### src/rtl/udc_cmd_map.svh
// Command codes, field positions, counts and reset values of the command port
`ifndef UDC_CMD_MAP_SVH
`define UDC_CMD_MAP_SVH
`define GRP_BUF_WR 4'h0
`define GRP_BUF_RD 4'h1
`define GRP_CFG_WR 4'h2
`define GRP_CFG_RD 4'h3
`define GRP_STALL 4'h4
`define GRP_STATUS 4'h5
`define GRP_VALIDATE 4'h6
`define GRP_CLEAR 4'h7
`define GRP_UNSTALL 4'h8
`define GRP_ERROR 4'hA
`define GRP_STATUS_COPY 4'hD
`define EP_CTRL_OUT 4'h0
`define EP_CTRL_IN 4'h1
`define CMD_ERR_OUT 8'hA0
`define CMD_ERR_IN 8'hA1
`define CMD_ADDR_WR 8'hB6
`define CMD_ADDR_RD 8'hB7
`define CMD_MODE_WR 8'hB8
`define CMD_MODE_RD 8'hB9
`define CMD_HW_WR 8'hBA
`define CMD_HW_RD 8'hBB
`define CMD_IE_WR 8'hC2
`define CMD_IE_RD 8'hC3
`define CMD_DMACFG_WR 8'hF0
`define CMD_DMACFG_RD 8'hF1
`define CMD_DMACNT_WR 8'hF2
`define CMD_DMACNT_RD 8'hF3
`define CMD_SETUP_ACK 8'hF4
`define CMD_DEV_RESET 8'hF6
`define DIR_READ_BIT 0
`define WORDS_ONE 10'h001
`define WORDS_IE 10'h002
`define WORDS_NONE 10'h000
`define IE_WORD_LOW 1'h0
`define BUF_MAX_LEN 16'h03FF
`define LEN_ROUND 16'h0001
`define BYTE_RESET 8'h00
`define WORD_RESET 16'h0000
`define IE_RESET 32'h0000_0000
`define HI_BYTE_ZERO 8'h00
`endif

### src/rtl/udc_cmd_pkg.sv
// Types shared by the command port and its surroundings
package udc_cmd_pkg;

  // Register or buffer chosen by the last command
  typedef enum logic [3:0] {
    T_NONE, T_CFG, T_ADDR, T_MODE, T_HW, T_IE, T_DMACFG, T_DMACNT,
    T_STAT, T_COPY, T_ERR, T_BUF
  } target_t;

  // Immediate actions handed to the USB engine
  typedef enum logic [2:0] {
    EV_NONE, EV_STALL, EV_UNSTALL, EV_VALIDATE, EV_CLEAR, EV_SETUP_ACK,
    EV_RESET, EV_STATUS_READ
  } ev_kind_t;

  typedef struct packed {
    ev_kind_t kind;
    logic [3:0] ep;
  } ep_cmd_t;

  typedef struct packed {
    logic valid;
    logic [3:0] ep;
    logic [15:0] data;
    logic is_len;
    logic last;
    logic hi_valid;
  } buf_word_t;

  typedef struct packed {
    logic [7:0] address;
    logic [7:0] mode;
    logic [15:0] hw_config;
    logic [31:0] int_enable;
    logic [15:0] dma_config;
    logic [15:0] dma_count;
  } dev_cfg_t;

endpackage

### src/rtl/usb_device_command_port.sv
// Command interpreter of the device controller's processor port
`timescale 1ns/1ps
`default_nettype none
`include "udc_cmd_map.svh"

// What this block does
// - Select high: low byte is a command code.
// - Commands without data act at once.
// - Select low: data to chosen register or FIFO.
// - Wide registers move low word first.
// - High command byte ignored; word accesses only.
// - Odd packet: final high byte not sent.
// - Buffer starts with two-byte packet length.
// - Endpoint configuration codes 20-2F write, 30-3F read.
// - Address B6/B7, mode B8/B9, hardware BA/BB.
// - Interrupt enable C2/C3, two words.
// - DMA config F0/F1, counter F2/F3.
// - F6 clears the endpoint configuration and device registers.
// - Codes 01-0F load IN buffers.
// - Codes 10, 12-1F read OUT buffers.
// - Stall 40-4F, unstall 80-8F, no data.
// - Codes 50-5F read endpoint status.
// - Codes D0-DF read status copy.
// - Codes 61-6F validate IN buffers.
// - Codes 70, 72-7F clear OUT buffers.
// - F4 acknowledges setup on control endpoints.
// - A0/A1 read control error codes.
// - Status copy read changes no bits.
// - N-byte buffer takes (N+1)/2 words.
module usb_device_command_port (
  // Clock and reset
  input wire logic clock,
  input wire logic rst_n,
  // Processor bus
  input wire logic bus_wr,
  input wire logic bus_rd,
  input wire logic cmd_data_select,
  input wire logic [15:0] bus_wdata,
  output logic [15:0] bus_rdata,
  // USB engine: status and buffers
  input wire logic [15:0][7:0] endpoint_status_reg,
  input wire logic [1:0][7:0] endpoint_error_reg,
  input wire logic [15:0] buf_rd_data,
  output logic buf_rd_req,
  output udc_cmd_pkg::buf_word_t buf_wr,
  output udc_cmd_pkg::ep_cmd_t ep_cmd,
  // Configuration seen by the engine
  output logic [15:0][7:0] endpoint_config_reg,
  output udc_cmd_pkg::dev_cfg_t dev_cfg
);

  // ==========================================================================
  // Command decoding
  function automatic udc_cmd_pkg::target_t cmd_target(input logic [7:0] code);
    case (code[7:4])
      `GRP_BUF_WR: cmd_target = (code[3:0] == `EP_CTRL_OUT) ?
                                udc_cmd_pkg::T_NONE : udc_cmd_pkg::T_BUF;
      `GRP_BUF_RD: cmd_target = (code[3:0] == `EP_CTRL_IN) ?
                                udc_cmd_pkg::T_NONE : udc_cmd_pkg::T_BUF;
      `GRP_CFG_WR, `GRP_CFG_RD: cmd_target = udc_cmd_pkg::T_CFG;
      `GRP_STATUS: cmd_target = udc_cmd_pkg::T_STAT;
      `GRP_STATUS_COPY: cmd_target = udc_cmd_pkg::T_COPY;
      default: begin
        case (code)
          `CMD_ERR_OUT, `CMD_ERR_IN: cmd_target = udc_cmd_pkg::T_ERR;
          `CMD_ADDR_WR, `CMD_ADDR_RD: cmd_target = udc_cmd_pkg::T_ADDR;
          `CMD_MODE_WR, `CMD_MODE_RD: cmd_target = udc_cmd_pkg::T_MODE;
          `CMD_HW_WR, `CMD_HW_RD: cmd_target = udc_cmd_pkg::T_HW;
          `CMD_IE_WR, `CMD_IE_RD: cmd_target = udc_cmd_pkg::T_IE;
          `CMD_DMACFG_WR, `CMD_DMACFG_RD: cmd_target = udc_cmd_pkg::T_DMACFG;
          `CMD_DMACNT_WR, `CMD_DMACNT_RD: cmd_target = udc_cmd_pkg::T_DMACNT;
          default: cmd_target = udc_cmd_pkg::T_NONE;
        endcase
      end
    endcase
  endfunction

  function automatic udc_cmd_pkg::ev_kind_t cmd_event(input logic [7:0] code);
    case (code[7:4])
      `GRP_STALL: cmd_event = udc_cmd_pkg::EV_STALL;
      `GRP_UNSTALL: cmd_event = udc_cmd_pkg::EV_UNSTALL;
      `GRP_VALIDATE: cmd_event = (code[3:0] == `EP_CTRL_OUT) ?
                                 udc_cmd_pkg::EV_NONE :
                                 udc_cmd_pkg::EV_VALIDATE;
      `GRP_CLEAR: cmd_event = (code[3:0] == `EP_CTRL_IN) ?
                              udc_cmd_pkg::EV_NONE : udc_cmd_pkg::EV_CLEAR;
      default: begin
        case (code)
          `CMD_SETUP_ACK: cmd_event = udc_cmd_pkg::EV_SETUP_ACK;
          `CMD_DEV_RESET: cmd_event = udc_cmd_pkg::EV_RESET;
          default: cmd_event = udc_cmd_pkg::EV_NONE;
        endcase
      end
    endcase
  endfunction

  function automatic logic cmd_reads(input logic [7:0] code);
    case (code[7:4])
      `GRP_BUF_WR, `GRP_CFG_WR: cmd_reads = 1'b0;
      `GRP_BUF_RD, `GRP_CFG_RD, `GRP_STATUS, `GRP_STATUS_COPY,
      `GRP_ERROR: cmd_reads = 1'b1;
      default: cmd_reads = code[`DIR_READ_BIT];
    endcase
  endfunction

  // Words after the length word, limited to the largest buffer
  function automatic logic [9:0] word_count(input logic [15:0] len);
    logic [15:0] clamped;
    clamped = (len > `BUF_MAX_LEN) ? `BUF_MAX_LEN : len;
    word_count = 10'((clamped + `LEN_ROUND) >> 1);
  endfunction

  // ==========================================================================
  // Access classification
  udc_cmd_pkg::target_t target_q, target_d;
  logic reads_q, len_pending_q, ie_hi_q;
  logic [3:0] ep_q;
  logic [9:0] words_left_q, words_left_d;
  logic [15:0] len_q;
  wire logic [7:0] code = bus_wdata[7:0];
  wire logic cmd_wr = bus_wr && cmd_data_select;
  wire logic active = (target_q != udc_cmd_pkg::T_NONE);
  wire logic data_wr = bus_wr && !cmd_data_select && active && !reads_q;
  wire logic data_rd = !bus_wr && bus_rd && !cmd_data_select && active &&
                       reads_q;
  wire logic data_any = data_wr || data_rd;
  wire logic soft_reset = cmd_wr && (code == `CMD_DEV_RESET);
  wire logic on_buf = (target_q == udc_cmd_pkg::T_BUF);
  wire logic [15:0] len_word = data_wr ? bus_wdata : buf_rd_data;
  wire logic last_word = !len_pending_q && (words_left_q == `WORDS_ONE);

  // Registers take one word, interrupt enable two, buffers length plus data
  wire udc_cmd_pkg::target_t cmd_tgt = cmd_target(code);
  wire logic [9:0] cmd_words = (cmd_tgt == udc_cmd_pkg::T_IE) ? `WORDS_IE :
                               `WORDS_ONE;

  assign words_left_d = (on_buf && len_pending_q) ? word_count(len_word) :
                        words_left_q - `WORDS_ONE;
  assign target_d = (words_left_d == `WORDS_NONE) ? udc_cmd_pkg::T_NONE :
                    target_q;

  // ==========================================================================
  // Phase tracking
  always_ff @(posedge clock or negedge rst_n) begin
    if (!rst_n) begin
      target_q <= udc_cmd_pkg::T_NONE;
      reads_q <= 1'b0;
      ep_q <= `EP_CTRL_OUT;
      words_left_q <= `WORDS_NONE;
      len_pending_q <= 1'b0;
      ie_hi_q <= `IE_WORD_LOW;
      len_q <= `WORD_RESET;
    end else if (cmd_wr) begin
      target_q <= cmd_tgt;
      reads_q <= cmd_reads(code);
      ep_q <= code[3:0];
      words_left_q <= cmd_words;
      len_pending_q <= (cmd_tgt == udc_cmd_pkg::T_BUF);
      ie_hi_q <= `IE_WORD_LOW;
    end else if (data_any) begin
      target_q <= target_d;
      words_left_q <= words_left_d;
      len_pending_q <= 1'b0;
      ie_hi_q <= !ie_hi_q;
      if (on_buf && len_pending_q) begin
        len_q <= len_word;
      end
    end
  end

  // ==========================================================================
  // Configuration registers
  logic [15:0][7:0] cfg_q;
  udc_cmd_pkg::dev_cfg_t dev_q;
  wire logic [7:0] lo_byte = bus_wdata[7:0];

  always_ff @(posedge clock or negedge rst_n) begin
    if (!rst_n) begin
      cfg_q <= '0;
      dev_q <= '0;
    end else if (soft_reset) begin
      cfg_q <= '0;
      dev_q <= '0;
    end else if (data_wr) begin
      case (target_q)
        udc_cmd_pkg::T_CFG: cfg_q[ep_q] <= lo_byte;
        udc_cmd_pkg::T_ADDR: dev_q.address <= lo_byte;
        udc_cmd_pkg::T_MODE: dev_q.mode <= lo_byte;
        udc_cmd_pkg::T_HW: dev_q.hw_config <= bus_wdata;
        udc_cmd_pkg::T_IE: begin
          if (ie_hi_q) begin
            dev_q.int_enable[31:16] <= bus_wdata;
          end else begin
            dev_q.int_enable[15:0] <= bus_wdata;
          end
        end
        udc_cmd_pkg::T_DMACFG: dev_q.dma_config <= bus_wdata;
        udc_cmd_pkg::T_DMACNT: dev_q.dma_count <= bus_wdata;
        default: cfg_q <= cfg_q;
      endcase
    end
  end

  assign endpoint_config_reg = cfg_q;
  assign dev_cfg = dev_q;

  // ==========================================================================
  // Read data; byte-wide registers return a zero high byte
  logic [15:0] rdata_q;
  wire logic [15:0] ie_word = ie_hi_q ? dev_q.int_enable[31:16] :
                              dev_q.int_enable[15:0];
  wire logic [15:0] read_word =
    (target_q == udc_cmd_pkg::T_CFG) ? {`HI_BYTE_ZERO, cfg_q[ep_q]} :
    (target_q == udc_cmd_pkg::T_ADDR) ? {`HI_BYTE_ZERO, dev_q.address} :
    (target_q == udc_cmd_pkg::T_MODE) ? {`HI_BYTE_ZERO, dev_q.mode} :
    (target_q == udc_cmd_pkg::T_HW) ? dev_q.hw_config :
    (target_q == udc_cmd_pkg::T_IE) ? ie_word :
    (target_q == udc_cmd_pkg::T_DMACFG) ? dev_q.dma_config :
    (target_q == udc_cmd_pkg::T_DMACNT) ? dev_q.dma_count :
    (target_q == udc_cmd_pkg::T_STAT) ?
      {`HI_BYTE_ZERO, endpoint_status_reg[ep_q]} :
    (target_q == udc_cmd_pkg::T_COPY) ?
      {`HI_BYTE_ZERO, endpoint_status_reg[ep_q]} :
    (target_q == udc_cmd_pkg::T_ERR) ?
      {`HI_BYTE_ZERO, endpoint_error_reg[ep_q[0]]} :
    buf_rd_data;

  always_ff @(posedge clock or negedge rst_n) begin
    if (!rst_n) begin
      rdata_q <= `WORD_RESET;
    end else if (data_rd) begin
      rdata_q <= read_word;
    end
  end

  assign bus_rdata = rdata_q;
  assign buf_rd_req = data_rd && on_buf;

  // ==========================================================================
  // Buffer words and immediate actions towards the engine
  udc_cmd_pkg::buf_word_t buf_q, buf_d;
  udc_cmd_pkg::ep_cmd_t ev_q, ev_d;
  wire udc_cmd_pkg::ev_kind_t cmd_ev = cmd_event(code);
  wire logic status_clear = data_rd && (target_q == udc_cmd_pkg::T_STAT);

  assign buf_d.valid = data_wr && on_buf;
  assign buf_d.ep = ep_q;
  assign buf_d.data = bus_wdata;
  assign buf_d.is_len = len_pending_q;
  assign buf_d.last = last_word;
  assign buf_d.hi_valid = !(last_word && len_q[0]);

  // Copy reads are left out so no status bit moves
  assign ev_d.kind = cmd_wr ? cmd_ev :
                     status_clear ? udc_cmd_pkg::EV_STATUS_READ :
                     udc_cmd_pkg::EV_NONE;
  assign ev_d.ep = cmd_wr ? code[3:0] : ep_q;

  always_ff @(posedge clock or negedge rst_n) begin
    if (!rst_n) begin
      buf_q <= '0;
      ev_q <= '0;
    end else begin
      buf_q <= buf_d;
      ev_q <= ev_d;
    end
  end

  assign buf_wr = buf_q;
  assign ep_cmd = ev_q;
endmodule // usb_device_command_port
`default_nettype wire

### config.mk
export PLATFORM = sky130hd
export DESIGN_NAME = usb_device_command_port
export DESIGN_NICKNAME = d
export VERILOG_FILES = /design/src/rtl/udc_cmd_pkg.sv /design/src/rtl/usb_device_command_port.sv
export VERILOG_INCLUDE_DIRS = /design/src /design/src/rtl
export SDC_FILE = /design/constraint.sdc
export NUM_CORES = 1
export LEC_CHECK = 0
export ABC_AREA = 1
export BUFFER_PORTS_ARGS = -buffer_cell sky130_fd_sc_hd__buf_2
export CORE_MARGIN = 3
export CORE_UTILIZATION = 45
export CTS_CLUSTER_SIZE = 14
export DETAILED_ROUTE_END_ITERATION = 8
export PLACE_DENSITY_LB_ADDON = 0.2
export SETUP_SLACK_MARGIN = 0.4
export SLEW_MARGIN = 20
export SYNTH_ARGS = -nofsm -noshare
export SYNTH_HDL_FRONTEND = slang
export SYNTH_SLANG_ARGS = --single-unit
### constraint.sdc
create_clock -name clock -period 2.8 [get_ports clock]
set_clock_uncertainty 0.2 [all_clocks]
set_input_delay 0 -clock clock [delete_from_list [all_inputs] [get_ports clock]]
set_output_delay 0 -clock clock [all_outputs]
set_load 0.02 [all_outputs]
==> impl_metrics.tcl, run 1 <==
set metrics [dict create \
    synthCells 1844 \
    ys_seq_area_share_pct 49.31 \
    cap_violations 0 \
    crit_path_start_kind "register" \
    grt_pass1_wl_um 98020 \
    ir_drop_uv 424.4 \
    cts_buffers 34 \
    syn_area_per_cell_um2 7.953 \
    min-delay-path-class "input pin to register" \
    fmax_mhz 377.5 \
    cp_num_buf_inv 1 \
    syn_to_final_growth_pct 39.93 \
    relSlewSlack_pct 40.38 \
    finalHoldViolations 0 \
    nFillCells 2751 \
    period_share_pct 94.60 \
    cp.required_ns 3.00 \
    port_buffers 452 \
    async_flop_share_pct 100.0 \
    grt_setup_unrepaired "yes" \
    nets 2576 \
    clkSinkCount 289 \
    period_minus_slack_ns 2.649 \
    die-area_um2 34790 \
    ys_seq_elements 289 \
    crit_path_end_kind "register" \
    powerDensity_nw_per_um2 644.4 \
    cpLargestDelayFamily "simple AND/OR/NAND/NOR gates" \
    syn_area_um2 14670 \
    drt-pass1-iter-count 6 \
    dpl.hpwl_um 46800 \
    row_count 65 \
    synthTopCellsByArea "dfrtp_1 49%, nand2_1 11%, o21ai_0 7.6%, o22ai_1 6.8%, inv_1 5.0%" \
    io_pins 453 \
    grt_use_total_pct 36.12 \
    synth_edf_count 0 \
    drive_above_1_share_pct 32.56 \
    fin_tns_setup_ns 0 \
    multi_input_area_um2 6775 \
    num_vias 16454 \
    ff_latch_area_um2 7236 \
    cp_max_fo 6 \
    grt_max_degree 100 \
    setup_viol 0 \
    yosys.cell_count.top_type "nand2_1" \
    path_class "register to register" \
    crit_top_cell "nand2_1" \
    cp.arrival_ns 2.84 \
    drc 0 \
    cts_tree "built" \
    status "completed" \
    coreArea_um2 31800 \
    netlist.area_leader.share_pct 49.31 \
    placedCellCount 2707 \
    ant_nets 0 \
    cpPeakStageDelay_ns 0.42 \
    clkSlewWorstSetupHoldPaths_ns 0.05 \
    cp_slowest_cell "dfrtp_2" \
    largest_reg_flops 128 \
    yosys_warnings 0 \
    start_util_pct 46.12 \
    grt_pass1_vias 16012 \
    clk_latency_ns 0.53 \
    grt_antenna_before_repair 0 \
    synth_common_cells "448 x nand2_1, 289 x dfrtp_1, 222 x o21ai_0, 197 x inv_1, 159 x o22ai_1" \
    cts_buffer_depth 3 \
    antenna_cells 0 \
    synth_cell_types 46 \
    synth_nets 2028 \
    drv_slew 0 \
    die_x_um 186.5 \
    clockRootBuffer "clkbuf_16" \
    routedWlPerCell_um 23.05 \
    wl_um 65670 \
    gp_congestion 1.019 \
    drtIter0Drc 1699 \
    viasPerCell 5.775 \
    htree_levels 2 \
    cellLeakagePower_nw 10.62 \
    synthFlopType "dfrtp_1" \
    crit_path_cell_trace "nor2_4 -> nand2_4 -> nand2_8 -> inv_6 -> o21ai_4 -> nand2_4 -> ha_4 -> nand3b_1 -> nand2_1 -> nand2_1 -> nand2_1 -> nand3_2 -> nor2_2 -> nand2_1 -> nor2_2 -> nand3_4 -> nand3_2 -> nand2_1" \
    grt_remaining_overflow 0 \
    stdcell_count 2849 \
    yosysTopAreaCell "dfrtp_1" \
    die_height_um 186.5 \
    tightest_slew_ns 0.8942 \
]
-- per-stage QoR --
step / power (W) / hold WS, ns / area (um^2) / util, % / setup slack, ns
floorplan: 0.006753 / -0.4956 / 14700 / - / 0.2569
global placement: 0.008124 / -0.1028 / 17790 / 55.94 / 0.06616
detailed placement: 0.008146 / -0.1031 / 17790 / 55.94 / 0.03856
CTS: 0.01301 / 0.006544 / 20060 / 63.07 / 0.1715
global route: 0.01377 / 0.03957 / 20520 / 64.53 / 0.01989
finish: 0.01322 / 0.03845 / 20520 / 64.53 / 0.1512
-- worst reg2reg max path: stages (launching register included) --
cell and delay (ns):
dfrtp_2 0.42, nor2_4 0.15, nand2_4 0.12, nand2_8 0.13
inv_6 0.05, o21ai_4 0.17, nand2_4 0.07, ha_4 0.18
nand3b_1 0.16, nand2_1 0.08, nand2_1 0.06, nand2_1 0.09
nand3_2 0.07, nor2_2 0.12, nand2_1 0.07, nor2_2 0.12
nand3_4 0.13, nand3_2 0.10, nand2_1 0.04
-- what timing repair did --
item                       CTS  global route
setup endpoints to repair  132           171
cloned                      11             3
hold buffers                37             0
gates resized for setup     83            79
pin swaps                   21            43
hold endpoints to repair   362             0
setup buffers               22            11
-- power by group --
group	total, W	switching (W)	internal (W)	leakage [nW]
Sequential	0.00486	0.000295	0.00456	3.41
Combinational	0.00383	0.00241	0.00142	6.65
Clock	0.00454	0.00179	0.00275	0.553
Total	0.0132	0.00450	0.00873	10.6
-- placed cells by master, fill, tap and decap left out, types with 4 or more instances in the layout --
| master | count |
|---|---|
| nor2_1 | 89 |
| nor2_2 | 10 |
| a21oi_1 | 38 |
| mux2i_1 | 7 |
| nand2_4 | 9 |
| clkbuf_1 | 8 |
| bufinv_16 | 4 |
| buf_16 | 7 |
| o21ai_1 | 14 |
| o22ai_1 | 159 |
| dfrtp_1 | 286 |
| o21ai_2 | 8 |
| or2_2 | 11 |
| nand2_1 | 418 |
| inv_2 | 8 |
| nand4_1 | 15 |
| nor2_4 | 7 |
| nand3_4 | 5 |
| buf_2 | 451 |
| o21ai_4 | 4 |
| a31oi_1 | 12 |
| a31oi_2 | 4 |
| a22oi_1 | 43 |
| buf_6 | 9 |
| a22oi_2 | 27 |
| clkbuf_16 | 37 |
| buf_12 | 10 |
| nand2_2 | 30 |
| nor3_1 | 7 |
| o31ai_1 | 16 |
| a21oi_2 | 5 |
| clkinv_2 | 4 |
| clkbuf_8 | 5 |
| dlygate4sd3_1 | 37 |
| o21ai_0 | 208 |
| inv_1 | 193 |
| buf_4 | 95 |
| nand3_2 | 12 |
| nand3_1 | 53 |
-- layout make-up --
type	count	area share [%]
Timing Repair Buffer	616	19.60
Tap cell	435	2.652
Clock inverter	11	0.8475
Multi-Input combinational cell	1241	33.02
Inverter	210	3.994
Clock buffer	47	4.628
Sequential cell	289	35.26
-- cells by family (layout without fill, tap and decap cells) --
family                     Yosys count  in the layout  synth area share, %
AOI/OAI and AO/OA                  557            557                22.40
xor gates and xnor gates             3              3               0.1792
adders and majority gates            3              3               0.2560
buffers and inverters              315            884                8.515
DFF                                289            289                49.31
muxes                                7              7               0.4778
and+or+nand+nor                    670            671                18.86
-- per-layer routing --
| metal | global-route usage (%) | share of wire [%] | up-vias | wire length [um] |
|---|---|---|---|---|
| met5 | 0 | 0 | - | 0 |
| met4 | 14.13 | 4.5 | 0 | 2965 |
| met3 | 6.913 | 9.6 | 179 | 6336 |
| met2 | 57.57 | 46 | 1009 | 30230 |
| met1 | 49.11 | 40 | 7871 | 26140 |
| li1 | - | - | 7395 | - |
-- worst paths after layout --
| path | slack (ns) | start | end | cells past startpoint |
|---|---|---|---|---|
| max | 0.15 | target_q[1] | target_q[0] | 18 |
| min | 0.04 | bus_wdata[15] | buf_wr[18] | 2 |
| max reg2reg | 0.15 | target_q[1] | target_q[0] | 18 |
| min reg2reg | 0.26 | len_pending_q | buf_wr[2] | 0 |
| max in group asynchronous | 0.95 | rst_n | dev_cfg[59] | 4 |
| min in group asynchronous | 0.40 | rst_n | buf_wr[21] | 3 |
Power figures use the tool's default switching activity.
==> inputs of run 2 (changes only) <==
- CTS_BUF_LIST: unset -> sky130_fd_sc_hd__clkbuf_8
==> run 2 against run 1 <==
Net effect: the flow now finishes with violations (hold timing); cell area increased by 2.2%; count of clock-buffer cells in the layout up 16; worst setup slack got worse by 0.034 ns; largest power group unchanged; critical endpoint is now target_q[2]; via count rose by 2.1%; sequential power is essentially flat; core utilization up 1.4 points; sequential share of layout area is 0.77 points lower; non-clock buffer count up 22.
==> impl_metrics.tcl, run 2 (same netlist as run 1, synthesis figures left out) <==
set metrics [dict create \
    status "finished with violations" \
    violations "hold timing" \
    min-delay-path-class "input pin to register" \
    clockRootBuffer "clkbuf_8" \
    cellLeakagePower_nw 10.85 \
    path_class "register to register" \
    row_count 65 \
    cts_buffers 49 \
    cp.arrival_ns 2.95 \
    viasPerCell 5.774 \
    drv_slew 0 \
    r2r_cells 18 \
    mostFrequentLayoutCell "buf_2" \
    grt_setup_unrepaired "yes" \
    cp_max_fo 6 \
    num_vias 16792 \
    grt_pass1_vias 16336 \
    nFillCells 2715 \
    drive_above_1_share_pct 35.49 \
    total_power_w 0.01304 \
    setup_viol 0 \
    grt_remaining_overflow 0 \
    grt_pass1_wl_um 99280 \
    drtIter0Drc 1768 \
    period_minus_slack_ns 2.683 \
    htree_levels 2 \
    holdWs_ns -0.02262 \
    clk_latency_ns 0.59 \
    fin_tns_setup_ns 0 \
    period_share_pct 95.83 \
    coreArea_um2 31800 \
    gp_congestion 1.019 \
    cts_buffer_depth 3 \
    crit_path_start_kind "register" \
    ir_drop_uv 453.7 \
    cpLargestDelayFamily "simple AND/OR/NAND/NOR gates" \
    min_delay_path_depth 11 \
    grt_use_total_pct 36.55 \
    cp.depth 18 \
    powerDensity_nw_per_um2 621.7 \
    dpl.hpwl_um 46800 \
    largest_reg_flops 128 \
    layout_common_cells "451 x buf_2, 416 x nand2_1, 286 x dfrtp_1, 197 x inv_1, 196 x o21ai_0" \
    start_util_pct 46.12 \
    nets 2614 \
    clkSinkCount 289 \
    cts_tree "built" \
    cp_slowest_cell "dfrtp_1" \
    cpPeakStageDelay_ns 0.43 \
    highest_layer "met4" \
    drt-met1-wl_um 26510 \
    cp.required_ns 3.07 \
    drt-pass1-iter-count 5 \
    io_pins 453 \
    grt_max_degree 100 \
    syn_to_final_growth_pct 43.06 \
    relSlewSlack_pct 39.43 \
    fmax_mhz 372.7 \
    crit_path_cell_trace "nor2_4 -> nand2_4 -> nand2_8 -> inv_6 -> o21ai_4 -> nand2_4 -> ha_4 -> nand3b_1 -> nand2_1 -> nand2_1 -> nand2_1 -> nand3_2 -> nor2_2 -> nand2_1 -> nor2_2 -> nand3_4 -> nand3_2 -> nand2_1" \
    clkSlewWorstSetupHoldPaths_ns 0.06 \
    drc 0 \
    die-area_um2 34790 \
    finalHoldViolations 1 \
    routedWlPerCell_um 23.12 \
    dr_wl_met3_um 6386 \
    die_height_um 186.5 \
    wl_um 67240 \
    cap_violations 0 \
    port_buffers 452 \
    crit_path_end_kind "register" \
    cp_num_buf_inv 1 \
    multi_input_area_um2 7014 \
    grt_antenna_before_repair 2 \
    ant_nets 0 \
    tightest_slew_ns 0.9086 \
    die_x_um 186.5 \
    crit_top_cell "nand2_1" \
    ff_latch_area_um2 7236 \
    dr_wl_met2_um 31230 \
]
## run 2: area by class of cell
class                      instances  area share, %
sequential                       289          34.49
multi-input combinational       1241          33.43
timing repair buffer             638          20.19
clock buffer                      63          4.133
inverter                         210          3.918
tap                              435          2.594
clock inverter                    29          1.193
timing repair inverter             1        0.02385
antenna                            2        0.02385
## run 2: layer usage
metal | GRT usage (%) | up-vias
li1 | - | 7478
met1 | 49.14 | 8032
met2 | 58.80 | 1062
met3 | 7.007 | 220
met4 | 14.51 | 0
met5 | 0 | -
## run 2: report_power, final
group | internal (W) | switching (W)
logic | 0.00144 | 0.00247
clock network | 0.00242 | 0.00185
registers | 0.00456 | 0.000298
## run 2: worst paths after layout
check,start,end,slack [ns]
worst max register to register,target_q[0],target_q[2],0.12
max in group asynchronous,rst_n,dev_cfg[59],1.02
worst min-delay path,buf_rd_data[5],words_left_q[7],-0.02
worst max-delay path,target_q[0],target_q[2],0.12
worst min register to register,len_pending_q,buf_wr[2],0.25
min in group asynchronous,rst_n,buf_wr[21],0.31
## run 2: worst reg2reg max path, cell delays in order (launching register included)
cell,delay (ns)
dfrtp_1,0.43
nor2_4,0.17
nand2_4,0.13
nand2_8,0.13
inv_6,0.05
o21ai_4,0.17
nand2_4,0.07
ha_4,0.18
nand3b_1,0.16
nand2_1,0.08
nand2_1,0.06
nand2_1,0.09
nand3_2,0.07
nor2_2,0.11
nand2_1,0.06
nor2_2,0.13
nand3_4,0.13
nand3_2,0.10
nand2_1,0.05
## run 2: repair_timing
action	4_1_cts	5_1_grt
buffers inserted	24	22
endpoints found under the setup margin	131	197
hold buffers	46	0
endpoints found under the hold margin	537	0
cloned	11	4
resized for setup	115	140
pin swaps	41	37
## run 2: through the flow
| step | hold WS (ns) | worst slack [ns] | util (%) | std cells | cell area (um^2) |
|---|---|---|---|---|---|
| 6_report | -0.02262 | 0.1167 | 65.98 | 2908 | 20980 |
| 5_1_grt | 0.03044 | 0.002172 | 65.98 | 2908 | 20980 |
| 4_1_cts | 0.003265 | 0.1594 | 63.58 | 2880 | 20220 |
| 3_5_place_dp | -0.1031 | 0.03856 | 55.94 | 2707 | 17790 |
| 3_3_place_gp | -0.1028 | 0.06616 | 55.94 | 2707 | 17790 |
| 2_1_floorplan | -0.4956 | 0.2569 | - | 1844 | 14700 |
==> inputs of run 3 (changes only) <==
- CORE_ASPECT_RATIO: unset -> 0.75
==> run 3 against run 2 <==
Net effect: the run now ends clean; flip-flop and latch count unchanged; sequential power up 1%; combinational power down 3%; worst setup slack better by 0.031 ns; sequential share of layout area up 1.4 points; cell area down 3.8%; die area about the same; critical path type unchanged; largest cell class unchanged; highest routed layer unchanged.
==> impl_metrics.tcl, run 3 (same netlist as run 1, synthesis figures left out) <==
set metrics [dict create \
    status "completed" \
    grt_remaining_overflow 0 \
    grt_use_total_pct 36.49 \
    htree_levels 2 \
    min_from "bus_wdata[4]" \
    cts_buffers 47 \
    nets 2598 \
    grt_setup_unrepaired "yes" \
    grt_pass1_vias 15867 \
    port_buffers 452 \
    viasPerCell 5.819 \
    fin_area_um2 20170 \
    cp.required_ns 3.13 \
    routedWlPerCell_um 23.18 \
    mostFrequentLayoutCell "buf_2" \
    dpl_cell_area_um2 17990 \
    wl_um 66820 \
    gp_congestion 0.9834 \
    num_vias 16770 \
    clkSinkCount 289 \
    ff_latch_area_um2 7234 \
    cp.arrival_ns 2.98 \
    period_share_pct 94.73 \
    layout_common_cells "451 x buf_2, 429 x nand2_1, 287 x dfrtp_1, 203 x inv_1, 200 x o21ai_0" \
    start_util_pct 46.31 \
    grt_max_degree 81 \
    io_pins 453 \
    nFillCells 2857 \
    ant_nets 0 \
    grt_antenna_before_repair 1 \
    relSlewSlack_pct 44.30 \
    path_class "register to register" \
    powerDensity_nw_per_um2 616.0 \
    crit_path_end_kind "register" \
    cts_tree "built" \
    r2r-start "ep_cmd[1]" \
    postLayoutCoreUtil_pct 63.70 \
    coreArea_um2 31670 \
    die_x_um 214.5 \
    cap_violations 0 \
    drt-pass1-iter-count 6 \
    row_count 56 \
    cp_max_fo 6 \
    clockRootBuffer "clkbuf_8" \
    dpl.hpwl_um 48660 \
    largest_reg_flops 128 \
    multi_input_area_um2 6711 \
    cts_buffer_depth 3 \
    clkSlewWorstSetupHoldPaths_ns 0.07 \
    drc 0 \
    cellLeakagePower_nw 10.56 \
    tightest_slew_ns 0.8291 \
    syn_to_final_growth_pct 37.56 \
    setup_viol 0 \
    die-area_um2 34810 \
    drive_above_1_share_pct 32.30 \
    die_height_um 162.3 \
    clk_latency_ns 0.60 \
    grt_pass1_wl_um 97920 \
    period_minus_slack_ns 2.652 \
    drv_slew 0 \
    finalHoldViolations 0 \
    min-delay-path-class "input pin to register" \
    ir_drop_uv 544.4 \
    crit_path_start_kind "register" \
    crit_path_start "ep_cmd[1]" \
    holdWs_ns 0.03392 \
    drtIter0Drc 2093 \
    fmax_mhz 377.0 \
]
==> run 3: changes by cell type in the layout (fill, tap and decap cells not counted), sizes merged <==
cell | previous run | this run
a21oi | 46 | 47
buf | 589 | 577
bufbuf | 1 | 0
bufinv | 4 | 0
clkinv | 15 | 7
clkinvlp | 4 | 2
diode | 2 | 1
dlygate4sd3 | 46 | 43
inv | 217 | 222
nand2 | 458 | 457
==> run 3: per-stage QoR <==
step / power (W) / TNS [ns] / worst slack, ns / std cells
6_report: 0.01243 / 0 / 0.1476 / 2882
5_1_grt: 0.01295 / -0.02048 / -0.02048 / 2882
4_1_cts: 0.01216 / 0 / 0.1697 / 2868
3_5_place_dp: 0.008274 / -0.01072 / -0.006734 / 2729
3_3_place_gp: 0.008244 / 0 / 0.01675 / 2729
2_1_floorplan: 0.006753 / 0 / 0.2569 / 1844
==> run 3: worst paths after layout <==
path,endpoint,slack (ns),cells after the start
worst min register to register,buf_wr[2],0.20,0
worst max register to register,bus_rdata[2],0.15,12
worst min-delay path,buf_wr[7],0.03,2
worst max-delay path,bus_rdata[2],0.15,12
min in group asynchronous,buf_wr[1],0.38,3
max in group asynchronous,endpoint_config_reg[50],1.14,4
==> run 3: area by class of cell <==
| cell class | instances | area share (%) |
|---|---|---|
| antenna | 1 | 0.01240 |
| inverter | 210 | 4.050 |
| sequential | 289 | 35.86 |
| tap | 435 | 2.698 |
| timing repair buffer | 624 | 19.46 |
| clock inverter | 20 | 0.4528 |
| timing repair inverter | 1 | 0.03101 |
| multi-input combinational | 1241 | 33.27 |
| clock buffer | 61 | 4.162 |
==> run 3: what timing repair did <==
item                                    in CTS  in global routing
buffers inserted                            12                  7
cloned                                       3                  6
hold buffers                                43                  0
pin swaps                                   20                 32
endpoints found under the setup margin      83                155
resized for setup                           68                 88
hold endpoints to repair                   530                  0
==> run 3: critical path: stages (launching register included) <==
cell and delay, ns:
dfrtp_1 0.43, buf_6 0.16, nor2_4 0.32, buf_12 0.19, clkinvlp_4 0.17, buf_4 0.17, o22ai_1 0.20, o21ai_0 0.18
o21ai_0 0.11, a21oi_1 0.08, a31oi_2 0.24, nand2_1 0.08, nand2_1 0.06
==> run 3: per-layer routing <==
| layer | part of all wire [%] | wire, um | vias to the layer above | GRT usage [%] |
|---|---|---|---|---|
| li1 | - | - | 7434 | - |
| met1 | 42 | 27880 | 8111 | 53.26 |
| met2 | 44 | 29540 | 1092 | 55.51 |
| met3 | 11 | 7473 | 133 | 7.404 |
| met4 | 2.9 | 1925 | 0 | 10.55 |
| met5 | 0 | 0 | - | 0 |
==> run 3: where the power goes <==
group	internal, W	leakage [nW]	switching (W)
logic	0.00135	6.61	0.00244
registers	0.00456	3.41	0.000349
clock network	0.00194	0.542	0.00178
total	0.00786	10.6	0.00457
